`config.mk`:
```
export PLATFORM = sky130hd
export DESIGN_NAME = lsac_top
export DESIGN_NICKNAME = d
export VERILOG_FILES = /design/src/hw/lsac_pkg.sv /design/src/hw/lsac_change_queue.sv /design/src/hw/lsac_top.sv
export SDC_FILE = /design/constraint.sdc
export NUM_CORES = 2
export LEC_CHECK = 0
export ABC_CLOCK_PERIOD_IN_PS = 7800
export BUFFER_PORTS_ARGS = -buffer_cell sky130_fd_sc_hd__buf_2
export CORE_UTILIZATION = 55
export DETAILED_ROUTE_END_ITERATION = 16
export PLACE_DENSITY_LB_ADDON = 0.15
export SYNTH_ARGS = -nofsm -noshare
export SYNTH_HDL_FRONTEND = slang
export SYNTH_HIERARCHICAL = 1
export SYNTH_SLANG_ARGS = --single-unit
```
`constraint.sdc`:
```
create_clock -name clk_in -period 7.8 [get_ports clk_in]
set_input_delay 1.56 -clock clk_in [delete_from_list [all_inputs] [get_ports clk_in]]
set_output_delay 1.56 -clock clk_in [all_outputs]
set_load 0.005 [all_outputs]
```
`src/hw/lsac_pkg.sv`:
```
`default_nettype none
package lsac_pkg;
	// register byte offsets on the host bus
	localparam logic [7:0] LSAC_OFF_MEM_DATA = 8'h00;
	localparam logic [7:0] LSAC_OFF_MEM_ADDR = 8'h04;
	localparam logic [7:0] LSAC_OFF_MEM_CMD = 8'h08;
	localparam logic [7:0] LSAC_OFF_EXT_STAT = 8'h0C;
	localparam logic [7:0] LSAC_OFF_CHG_QUEUE = 8'h10;
	localparam logic [7:0] LSAC_OFF_ARB_EN = 8'h14;
	localparam logic [7:0] LSAC_OFF_XMIT_DEST = 8'h18;
	localparam logic [7:0] LSAC_OFF_HDLC_CMD = 8'h1C;
	localparam logic [7:0] LSAC_OFF_HDLC_STAT = 8'h20;
	localparam logic [7:0] LSAC_OFF_INT_CLR = 8'h24;
	localparam logic [7:0] LSAC_OFF_INT_EN = 8'h28;

	// command codes
	localparam logic [7:0] LSAC_CMD_MEM_WRITE = 8'h48;
	localparam logic [7:0] LSAC_CMD_MEM_READ = 8'hC8;
	localparam logic [7:0] LSAC_HCMD_XMIT_END = 8'h0A;
	localparam logic [7:0] LSAC_HCMD_RX_RESET = 8'h80;

	// status values and bit positions
	localparam logic [7:0] LSAC_EXT_QUEUE_VALID = 8'h40;
	localparam int LSAC_INT_XPR_BIT = 4;
	localparam int LSAC_INT_CHG_BIT = 6;
	localparam int LSAC_INT_OVF_BIT = 0;
	localparam logic [7:0] LSAC_INT_MASK = 8'h51;

	// connection memory field layout
	localparam int LSAC_DIR_BIT = 7;
	localparam int LSAC_CODE_LSB = 2;
	localparam int LSAC_ARB_BIT = 4;
	localparam logic [7:0] LSAC_CODE_FILL = 8'hC3;

	// reset values
	localparam logic [7:0] LSAC_RST_BYTE = 8'h00;
	localparam logic [7:0] LSAC_RST_INT_EN = 8'h50;
	localparam logic [7:0] LSAC_RST_MEM = 8'hFF;

	// change queue geometry
	localparam int LSAC_Q_AW = 4;
	localparam int LSAC_Q_DEPTH = 16;

	// bus answer state, one-hot
	typedef enum logic [2:0]
	{
		LSAC_ST_IDLE = 3'b001,
		LSAC_ST_LOAD = 3'b010,
		LSAC_ST_DONE = 3'b100
	} lsac_bus_st_t;
endpackage
`default_nettype wire

```
`src/hw/lsac_change_queue.sv`:
```
`default_nettype none
module lsac_change_queue
	import lsac_pkg::*;
(
	input wire logic clk_in, // system clock
	input wire logic sys_rst_in, // sync reset, high
	input wire logic push_in, // store one entry
	input wire logic [7:0] push_data_in, // entry to store
	input wire logic pop_in, // drop oldest entry
	output logic [7:0] head_out, // oldest entry
	output logic empty_out, // no entry held
	output logic full_out // no room left
);
	logic [7:0] mem_q [LSAC_Q_DEPTH];
	logic [LSAC_Q_AW:0] wr_q;
	logic [LSAC_Q_AW:0] rd_q;
	wire do_pop = pop_in & ~empty_out;
	wire do_push = push_in & (~full_out | do_pop);

	// pointers carry one extra bit to tell full from empty
	assign empty_out = (wr_q == rd_q);
	assign full_out = (wr_q[LSAC_Q_AW] != rd_q[LSAC_Q_AW]) &&
		(wr_q[LSAC_Q_AW-1:0] == rd_q[LSAC_Q_AW-1:0]);
	assign head_out = mem_q[rd_q[LSAC_Q_AW-1:0]];

	// storage has no reset; only entries between the pointers are ever read
	always_ff @(posedge clk_in)
	begin
		if (do_push)
			mem_q[wr_q[LSAC_Q_AW-1:0]] <= push_data_in;
	end

	// pointer update
	always_ff @(posedge clk_in)
	begin
		if (sys_rst_in)
		begin
			wr_q <= '0;
			rd_q <= '0;
		end
		else
		begin
			if (do_push)
				wr_q <= wr_q + 1'b1;
			if (do_pop)
				rd_q <= rd_q + 1'b1;
		end
	end
endmodule // lsac_change_queue
`default_nettype wire

```
`src/hw/lsac_top.sv`:
```
`default_nettype none
module lsac_top
	import lsac_pkg::*;
(
	input wire logic clk_in, // 200 MHz system clock
	input wire logic sys_rst_in, // sync reset, high
	input wire logic psel_in, // apb select
	input wire logic penable_in, // apb access phase
	input wire logic pwrite_in, // apb direction
	input wire logic [11:0] paddr_in, // apb byte address
	input wire logic [31:0] pwdata_in, // apb write data
	output logic [31:0] prdata_out, // apb read data
	output logic pready_out, // apb ready
	output logic pslverr_out, // apb error, unmapped
	output logic irq_out, // interrupt level, high
	input wire logic ci_up_valid_in, // upstream code strobe
	input wire logic [6:0] ci_up_addr_in, // upstream slot address
	input wire logic [3:0] ci_up_code_in, // upstream code
	input wire logic ci_dn_req_in, // downstream code request
	input wire logic [6:0] ci_dn_addr_in, // downstream slot address
	output logic ci_dn_valid_out, // downstream code ready
	output logic [3:0] ci_dn_code_out, // downstream code
	output logic [7:0] xmit_channel_out, // hdlc destination channel
	output logic xmit_start_out, // hdlc send pulse
	output logic rx_reset_out, // hdlc receive reset pulse
	input wire logic xmit_done_in // hdlc pool emptied pulse
);
	// connection memory: top address bit set for upstream entries
	logic [7:0] cm_q [256];
	logic [7:0] mem_data_q;
	logic [7:0] mem_data_d;
	logic [7:0] mem_addr_q;
	logic [7:0] arb_en_q;
	logic [7:0] xmit_dest_q;
	logic [7:0] int_stat_q;
	logic [7:0] int_stat_d;
	logic [7:0] int_en_q;
	logic cm_wr_pend_q;
	logic xmit_busy_q;
	logic [31:0] prdata_q;
	logic pready_q;
	logic pslverr_q;
	logic irq_q;
	logic ci_dn_valid_q;
	logic [3:0] ci_dn_code_q;
	logic xmit_start_q;
	logic rx_reset_q;
	lsac_bus_st_t st_q;
	lsac_bus_st_t st_d;
	logic [7:0] q_head;
	logic q_empty;
	logic q_full;

	// code field of a memory byte
	function automatic logic [3:0] code_of(input logic [7:0] b);
		code_of = b[LSAC_CODE_LSB+3:LSAC_CODE_LSB];
	endfunction

	// arbitration channel of a slot address: port in [1:0], slot in [6:2]
	function automatic logic [2:0] chan_of(input logic [6:0] a);
		chan_of = a[6:4];
	endfunction

	// address decode
	wire [7:0] off = paddr_in[7:0];
	wire in_range = (paddr_in[11:8] == 4'h0) && (off[1:0] == 2'b00);
	wire hit_data = in_range && (off == LSAC_OFF_MEM_DATA);
	wire hit_addr = in_range && (off == LSAC_OFF_MEM_ADDR);
	wire hit_cmd = in_range && (off == LSAC_OFF_MEM_CMD);
	wire hit_ext = in_range && (off == LSAC_OFF_EXT_STAT);
	wire hit_queue = in_range && (off == LSAC_OFF_CHG_QUEUE);
	wire hit_arb = in_range && (off == LSAC_OFF_ARB_EN);
	wire hit_dest = in_range && (off == LSAC_OFF_XMIT_DEST);
	wire hit_hcmd = in_range && (off == LSAC_OFF_HDLC_CMD);
	wire hit_hstat = in_range && (off == LSAC_OFF_HDLC_STAT);
	wire hit_clr = in_range && (off == LSAC_OFF_INT_CLR);
	wire hit_en = in_range && (off == LSAC_OFF_INT_EN);
	wire hit_any = hit_data | hit_addr | hit_cmd | hit_ext | hit_queue | hit_arb |
		hit_dest | hit_hcmd | hit_hstat | hit_clr | hit_en;

	// a transfer commits only at the edge where ready is seen high
	wire commit = psel_in & penable_in & pready_q;
	wire wr_ok = commit & pwrite_in & hit_any;
	wire rd_ok = commit & ~pwrite_in & hit_any;
	wire [7:0] wbyte = pwdata_in[7:0];
	wire wr_cmd_store = wr_ok & hit_cmd & (wbyte == LSAC_CMD_MEM_WRITE);
	wire wr_cmd_fetch = wr_ok & hit_cmd & (wbyte == LSAC_CMD_MEM_READ);
	wire wr_hcmd_xmit = wr_ok & hit_hcmd & (wbyte == LSAC_HCMD_XMIT_END);
	wire wr_hcmd_rres = wr_ok & hit_hcmd & (wbyte == LSAC_HCMD_RX_RESET);
	wire rd_pop = rd_ok & hit_queue;

	// upstream code changes: compare against the stored upstream entry
	wire [7:0] up_addr = {1'b1, ci_up_addr_in};
	wire [7:0] up_old = cm_q[up_addr];
	wire up_change = ci_up_valid_in && (code_of(up_old) != ci_up_code_in);
	wire [7:0] up_new = LSAC_CODE_FILL | {2'b00, ci_up_code_in, 2'b00};
	// frame updates own the write port; a host store waits for as long as up_change stays high
	wire cm_host_wr = cm_wr_pend_q & ~up_change;

	// downstream code with the arbitration bit overridden on port 0 slots of enabled channels
	wire [7:0] dn_entry = cm_q[{1'b0, ci_dn_addr_in}];
	wire dn_arb = (ci_dn_addr_in[1:0] == 2'b00) && arb_en_q[chan_of(ci_dn_addr_in)];
	wire [3:0] dn_code = dn_arb ?
		(code_of(dn_entry) & 4'hB) : code_of(dn_entry);

	// read mux
	wire [7:0] ext_val = q_empty ? LSAC_RST_BYTE : LSAC_EXT_QUEUE_VALID;
	wire [7:0] q_val = q_empty ? LSAC_RST_BYTE : q_head;
	wire [7:0] rd_byte = ({8{hit_data}} & mem_data_q) |
		({8{hit_addr}} & mem_addr_q) |
		({8{hit_ext}} & ext_val) |
		({8{hit_queue}} & q_val) |
		({8{hit_arb}} & arb_en_q) |
		({8{hit_dest}} & xmit_dest_q) |
		({8{hit_hstat}} & int_stat_q) |
		({8{hit_en}} & int_en_q);

	// sticky status: set wins over the write-one clear
	wire [7:0] int_set = ({7'h00, up_change & q_full} << LSAC_INT_OVF_BIT) |
		({7'h00, xmit_busy_q & xmit_done_in} << LSAC_INT_XPR_BIT);
	wire [7:0] int_clr = (wr_ok & hit_clr) ? wbyte : LSAC_RST_BYTE;
	assign int_stat_d = ((int_stat_q & ~int_clr) | int_set) & LSAC_INT_MASK;
	// queue level drives its own source so the line drops once drained
	wire irq_d = (|(int_stat_q & int_en_q)) |
		(~q_empty & int_en_q[LSAC_INT_CHG_BIT]);

	// fetched data replaces the data register at the edge where the command commits
	assign mem_data_d = (wr_ok & hit_data) ? wbyte : cm_q[mem_addr_q];

	lsac_change_queue u_queue
	(
		.clk_in(clk_in),
		.sys_rst_in(sys_rst_in),
		.push_in(up_change),
		.push_data_in(up_addr),
		.pop_in(rd_pop),
		.head_out(q_head),
		.empty_out(q_empty),
		.full_out(q_full)
	);

	// bus answer: two wait cycles so read data leaves a flip-flop
	always_comb
	begin
		st_d = st_q;
		case (st_q)
			LSAC_ST_IDLE:
				if (psel_in & penable_in)
					st_d = LSAC_ST_LOAD;
			LSAC_ST_LOAD:
				st_d = LSAC_ST_DONE;
			LSAC_ST_DONE:
				st_d = LSAC_ST_IDLE;
			default:
				st_d = LSAC_ST_IDLE;
		endcase
	end

	// answer registers: ready, error and read data all leave flip-flops together
	always_ff @(posedge clk_in)
	begin
		if (sys_rst_in)
		begin
			st_q <= LSAC_ST_IDLE;
			pready_q <= 1'b0;
			pslverr_q <= 1'b0;
			prdata_q <= '0;
		end
		else
		begin
			st_q <= st_d;
			pready_q <= (st_d == LSAC_ST_DONE);
			pslverr_q <= (st_d == LSAC_ST_DONE) & ~hit_any;
			prdata_q <= (st_d == LSAC_ST_DONE) ? {24'h000000, rd_byte} : '0;
		end
	end

	// connection memory writes, no reset beyond the preload below
	always_ff @(posedge clk_in)
	begin
		if (sys_rst_in)
		begin
			for (int i = 0; i < 256; i++)
				cm_q[i] <= LSAC_RST_MEM;
		end
		else if (up_change)
			cm_q[up_addr] <= up_new;
		else if (cm_host_wr)
			cm_q[mem_addr_q] <= mem_data_q;
	end

	// memory access registers and the deferred host store
	always_ff @(posedge clk_in)
	begin
		if (sys_rst_in)
		begin
			mem_data_q <= LSAC_RST_BYTE;
			mem_addr_q <= LSAC_RST_BYTE;
			cm_wr_pend_q <= 1'b0;
		end
		else
		begin
			if ((wr_ok & hit_data) | wr_cmd_fetch)
				mem_data_q <= mem_data_d;
			if (wr_ok & hit_addr)
				mem_addr_q <= wbyte;
			if (wr_cmd_store)
				cm_wr_pend_q <= 1'b1;
			else if (cm_host_wr)
				cm_wr_pend_q <= 1'b0;
		end
	end

	// configuration registers, written only by the host
	always_ff @(posedge clk_in)
	begin
		if (sys_rst_in)
		begin
			arb_en_q <= LSAC_RST_BYTE;
			xmit_dest_q <= LSAC_RST_BYTE;
			int_en_q <= LSAC_RST_INT_EN;
		end
		else
		begin
			if (wr_ok & hit_arb)
				arb_en_q <= wbyte;
			if (wr_ok & hit_dest)
				xmit_dest_q <= wbyte;
			if (wr_ok & hit_en)
				int_en_q <= wbyte & LSAC_INT_MASK;
		end
	end

	// sticky status; the next value already merges set and clear
	always_ff @(posedge clk_in)
	begin
		if (sys_rst_in)
			int_stat_q <= LSAC_RST_BYTE;
		else
			int_stat_q <= int_stat_d;
	end

	// hdlc transmit handshake and receive reset pulses
	always_ff @(posedge clk_in)
	begin
		if (sys_rst_in)
		begin
			xmit_busy_q <= 1'b0;
			xmit_start_q <= 1'b0;
			rx_reset_q <= 1'b0;
		end
		else
		begin
			xmit_start_q <= wr_hcmd_xmit;
			rx_reset_q <= wr_hcmd_rres;
			if (wr_hcmd_xmit)
				xmit_busy_q <= 1'b1;
			else if (xmit_done_in)
				xmit_busy_q <= 1'b0;
		end
	end

	// interrupt line and downstream code answer; code holds between requests
	always_ff @(posedge clk_in)
	begin
		if (sys_rst_in)
		begin
			irq_q <= 1'b0;
			ci_dn_valid_q <= 1'b0;
			ci_dn_code_q <= 4'hF;
		end
		else
		begin
			irq_q <= irq_d;
			ci_dn_valid_q <= ci_dn_req_in;
			if (ci_dn_req_in)
				ci_dn_code_q <= dn_code;
		end
	end

	assign prdata_out = prdata_q;
	assign pready_out = pready_q;
	assign pslverr_out = pslverr_q;
	assign irq_out = irq_q;
	assign ci_dn_valid_out = ci_dn_valid_q;
	assign ci_dn_code_out = ci_dn_code_q;
	assign xmit_channel_out = xmit_dest_q;
	assign xmit_start_out = xmit_start_q;
	assign rx_reset_out = rx_reset_q;
endmodule // lsac_top
`default_nettype wire

```
==> impl.org <==
** CTS
- Hold repair after CTS inserted 0 buffers.
- Buffers added to address setup during post-CTS repair amount to 0.
- Register clock-pin slew on the reported worst setup and hold paths :: 0.06 ns
- CTS saw 2259 sinks.
- For the worst-skew pair, the clock arrives at the later sink with an insertion delay of 0.89 ns.
- Clock tree synthesis inserted a total of 229 buffers.
- Post-cts resize count :: 0
- The cell sitting at the root of the clock tree is a sky130_fd_sc_hd__clkbuf_16.
- CTS built an H-tree with a depth of 4.
- Clock tree from TritonCTS :: done
- The longest clock path from root to sink contains 3 buffers.

** Finish
- Layout cell share with drive strength beyond 1 :: 0.2516
- Layout-stage area growth over the synthesis result :: 10.76%
- The finished layout holds 9996 standard cells, fillers aside.
- The final layout contains 7229 nets.

** Placement
- IO Port Bufs :: 71
- After legalization and detailed placement, the total HPWL measured 210.8 mm.
- Global placer's final weighted congestion :: 0.8814
- Number of placed cells counting well taps :: 9562
- Worst setup slack after placement :: 0.6242 ns

** Floorplanning
- The initial utilization of the core area, before any placement, comes to 0.5553.
- In this run the vertical extent of the chip is 448.9 um.
- The floorplan step defined a core boundary enclosing 197800 um^2.
- During I/O placement, the number of pins put on the boundary was 120.
- Overall die width :: 448.9 um
- Number of rows created at floorplan :: 163
- The die covers 201500 um^2.

** Logic synthesis
- The synthesized design contains 2259 register bits.
- Dominant register cell in the synthesized netlist :: sky130_fd_sc_hd__edfxtp_1
- Part of the Yosys area used for sequential elements :: 0.6099
- Distinct cell type count of the synthesized netlist :: 72
- For this run, the number of Yosys warnings is 6.
- The cell count after synthesis came out at 7293.
- A synthesized cell averages 15.06 um^2.
- After synthesis, the share of flip-flops with an asynchronous set or reset is 0.
- Number of synthesized flops with an enable pin :: 2176
- Synth Cell Area :: 109900 um^2

** Drt
- Routed met3 length :: 32.55 mm
- DRC marker count from the first detailed-route iteration :: 8508
- Highest metal used :: met5
- Before antenna repair, the detailed router went through 7 iterations.
- The final layout contains routed wiring with a total length of 324.6 mm.
- Routed length per instance :: 32.47 um
- In the detailed route, the total length drawn on met2 is 159.1 mm.
- Total number of vias :: 67580
- In this run the remaining antenna-violating nets after routing total 0.
- DRC :: 0
- Avg Vias per Cell :: 6.761
- After detailed routing, the wire length on met1 is 118.1 mm.

** Critical path
- Critical path fanouts, max :: 51
- Crit path required time :: 8.31 ns
- STA classifies the critical path endpoint as a flip-flop.
- Critical Setup Path Class :: in -> reg
- STA classifies the critical path startpoint as an input pin.
- CP arrival :: 6.92 ns

** STA
- Maximum clock skew at final layout :: 0.03450 ns
- At the pin with the least slew margin, the transition time is 1.265 ns.
- Setup total negative slack :: 0 ns
- Setup repair after global routing missed its margin :: false
- Max-slew violation count :: 0
- Setup slack of the critical path after layout :: 1.396 ns
- The clock period could shrink to 6.404 ns.
- Headroom to the max-slew limit came out at 0.1549.
- Based on the critical path, the design can be clocked at up to 156.2 MHz.
- Count of endpoints failing setup in the final report :: 0
- Final hold viol count :: 0
- Part of the cycle the worst path needs :: 0.8210

** Pwr
- Static power due to leakage :: 0.03582 uW
- The completed layout was analyzed and its total power is 26200 uW.
- IR analysis of the VDD net gives a maximum drop of 0.0002125 V.
- Power density over the cells :: 215.4 nW/um^2

** Global route
- Tot GR Track Use :: 0.3218
- For this run the aggregate overflow at the end of global routing stands at 0.
- The first global-routing pass estimated 471.0 mm of wire.
- The via count of the first global-routing pass came to 67210.
- Entering global routing, the biggest net connects 129 pins.
- Number of antenna violations at the first check in global routing :: 15

** Outcome
- Run status :: complete, no violations

** Job
- Across the run, the number of max-cap violations was 0.

** Hold path
- The worst hold path belongs to the class reg -> reg.
-- synth_stat cells (7+ instances only) --
library cell / number / area [um^2]
sky130_fd_sc_hd__a21o_1: 215 / 1614
sky130_fd_sc_hd__a21oi_1: 57 / 285.3
sky130_fd_sc_hd__a21oi_2: 7 / 61.31
sky130_fd_sc_hd__a22oi_1: 122 / 915.9
sky130_fd_sc_hd__a31oi_1: 8 / 50.05
sky130_fd_sc_hd__and2_1: 11 / 68.82
sky130_fd_sc_hd__and3_1: 30 / 187.7
sky130_fd_sc_hd__buf_1: 110 / 412.9
sky130_fd_sc_hd__buf_2: 156 / 780.8
sky130_fd_sc_hd__buf_4: 38 / 285.3
sky130_fd_sc_hd__clkbuf_1: 547 / 2053
sky130_fd_sc_hd__dfxtp_1: 83 / 1662
sky130_fd_sc_hd__edfxtp_1: 2176 / 65340
sky130_fd_sc_hd__inv_1: 7 / 26.28
sky130_fd_sc_hd__mux2i_1: 201 / 2012
sky130_fd_sc_hd__mux4_1: 32 / 840.8
sky130_fd_sc_hd__mux4_2: 910 / 20490
sky130_fd_sc_hd__nand2_1: 1234 / 4632
sky130_fd_sc_hd__nand2b_1: 221 / 1383
sky130_fd_sc_hd__nand3_1: 630 / 3153
sky130_fd_sc_hd__nand3b_1: 85 / 638.1
sky130_fd_sc_hd__nand4_1: 17 / 106.4
sky130_fd_sc_hd__nor2_1: 90 / 337.8
sky130_fd_sc_hd__nor2b_1: 21 / 131.4
sky130_fd_sc_hd__nor3_1: 35 / 175.2
sky130_fd_sc_hd__nor3_2: 17 / 170.2
sky130_fd_sc_hd__nor4_1: 18 / 112.6
sky130_fd_sc_hd__nor4_2: 46 / 575.6
sky130_fd_sc_hd__o211ai_1: 9 / 67.56
sky130_fd_sc_hd__o21ai_0: 43 / 215.2
sky130_fd_sc_hd__or2_2: 13 / 81.33
sky130_fd_sc_hd__or3_1: 8 / 50.05
sky130_fd_sc_hd__or4_1: 7 / 52.55
sky130_fd_sc_hd__xnor2_1: 10 / 87.58
sky130_fd_sc_hd__xor2_1: 7 / 61.31
-- placed cells by master, fill, tap and decap left out, drive strengths merged, types with 12 or more instances in the layout --
| cell | netlist | layout |
|---|---|---|
| bufinv | 0 | 22 |
| o21ai | 48 | 48 |
| a21o | 215 | 215 |
| nor4 | 68 | 68 |
| mux2i | 201 | 201 |
| conb | 2 | 40 |
| dfxtp | 83 | 83 |
| mux4 | 942 | 942 |
| clkinv | 1 | 105 |
| nor3 | 52 | 52 |
| nor2 | 91 | 91 |
| nand3b | 85 | 85 |
| nand4 | 17 | 17 |
| nor2b | 21 | 21 |
| nand3 | 630 | 630 |
| inv | 8 | 20 |
| buf | 310 | 449 |
| and3 | 30 | 30 |
| nand2b | 221 | 221 |
| edfxtp | 2176 | 2176 |
| and2 | 12 | 12 |
| clkbuf | 547 | 278 |
| a21oi | 64 | 64 |
| a22oi | 122 | 122 |
| nand2 | 1235 | 1235 |
| or2 | 14 | 14 |
-- layer usage --
metal | up-vias | GRT usage
li1 | 28020 | -
met1 | 35090 | 0.4293
met2 | 3824 | 0.5226
met3 | 633 | 0.06009
met4 | 14 | 0.1354
met5 | - | 0
-- final timing paths --
path	start	end	slack [ns]	depth (start not counted)
worst max-delay path	ci_up_addr_in[0]	cm_q[101][6]	1.40	14
worst max register to register	cm_q[159][3]	cm_q[101][6]	2.37	13
worst min register to register	st_q[2]	st_q[1]	0.45	1
worst min-delay path	st_q[2]	st_q[1]	0.45	1
-- report_power, final --
group	internal, uW	total [uW]	leakage [uW]	switching (uW)
combinational	525	1460	0.0116	933
clock	6160	10900	0.00357	4770
sequential	13700	13800	0.0206	145
total	20400	26200	0.0358	5850
-- flip-flops by register name, indices dropped and copies added, names as in the netlist, 4 cells and up, named ones only --
signal / count
u_queue/mem_q: 128
u_queue/wr_q: 5
cm_q: 2048
ci_dn_code_out: 4
u_queue/rd_q: 5
arb_en_q: 8
xmit_channel_out: 8
prdata_out: 8
mem_addr_q: 8
mem_data_q: 8
-- kinds of logic after synthesis --
kind of cell | count (synthesis) | share of synthesized area
XOR/XNOR | 18 | 0.001503
AND/OR/NAND/NOR | 2499 | 0.1096
multiplexers | 1149 | 0.2131
other | 2 | 0.00006836
flip-flops | 2259 | 0.6099
buffers and inverters | 866 | 0.03316
AO/OA/AOI/OAI | 495 | 0.03196
adder cells (fa/ha/maj) | 5 | 0.0005695
-- cell type report --
| type | instances | area (um^2) |
|---|---|---|
| Antenna cell | 6 | 15.01 |
| Clock buffer | 278 | 5977 |
| Clock inverter | 149 | 1346 |
| Fill cell | 14560 | 76160 |
| Inverter | 9 | 33.78 |
| Multi-Input combinational cell | 4206 | 39970 |
| Sequential cell | 2259 | 67030 |
| Tap cell | 2640 | 3303 |
| Timing Repair Buffer | 449 | 3999 |
-- metrics by stage --
| stage | utilization | area (um^2) | hold WS, ns |
|---|---|---|---|
| floorplan | - | 110000 | 0.4017 |
| global placement | 0.5779 | 114300 | 0.4179 |
| detailed placement | 0.5779 | 114300 | 0.4407 |
| CTS | 0.6149 | 121600 | 0.4492 |
| global route | 0.6150 | 121700 | 0.4685 |
| finish | 0.6150 | 121700 | 0.4451 |
-- critical path: stages --
cell and delay, ns:
sky130_fd_sc_hd__buf_8 0.42, sky130_fd_sc_hd__mux4_2 0.61, sky130_fd_sc_hd__a22oi_1 0.55, sky130_fd_sc_hd__a21oi_1 0.19, sky130_fd_sc_hd__nor4_2 0.32, sky130_fd_sc_hd__xor2_1 0.10
sky130_fd_sc_hd__a21oi_1 0.34, sky130_fd_sc_hd__or3_4 0.21, sky130_fd_sc_hd__o21ai_4 0.09, sky130_fd_sc_hd__inv_2 0.42, sky130_fd_sc_hd__nor2_2 0.11, sky130_fd_sc_hd__buf_4 0.30
sky130_fd_sc_hd__o31ai_4 0.98, sky130_fd_sc_hd__a21o_1 0.56
(Power assumes the default switching activity.)
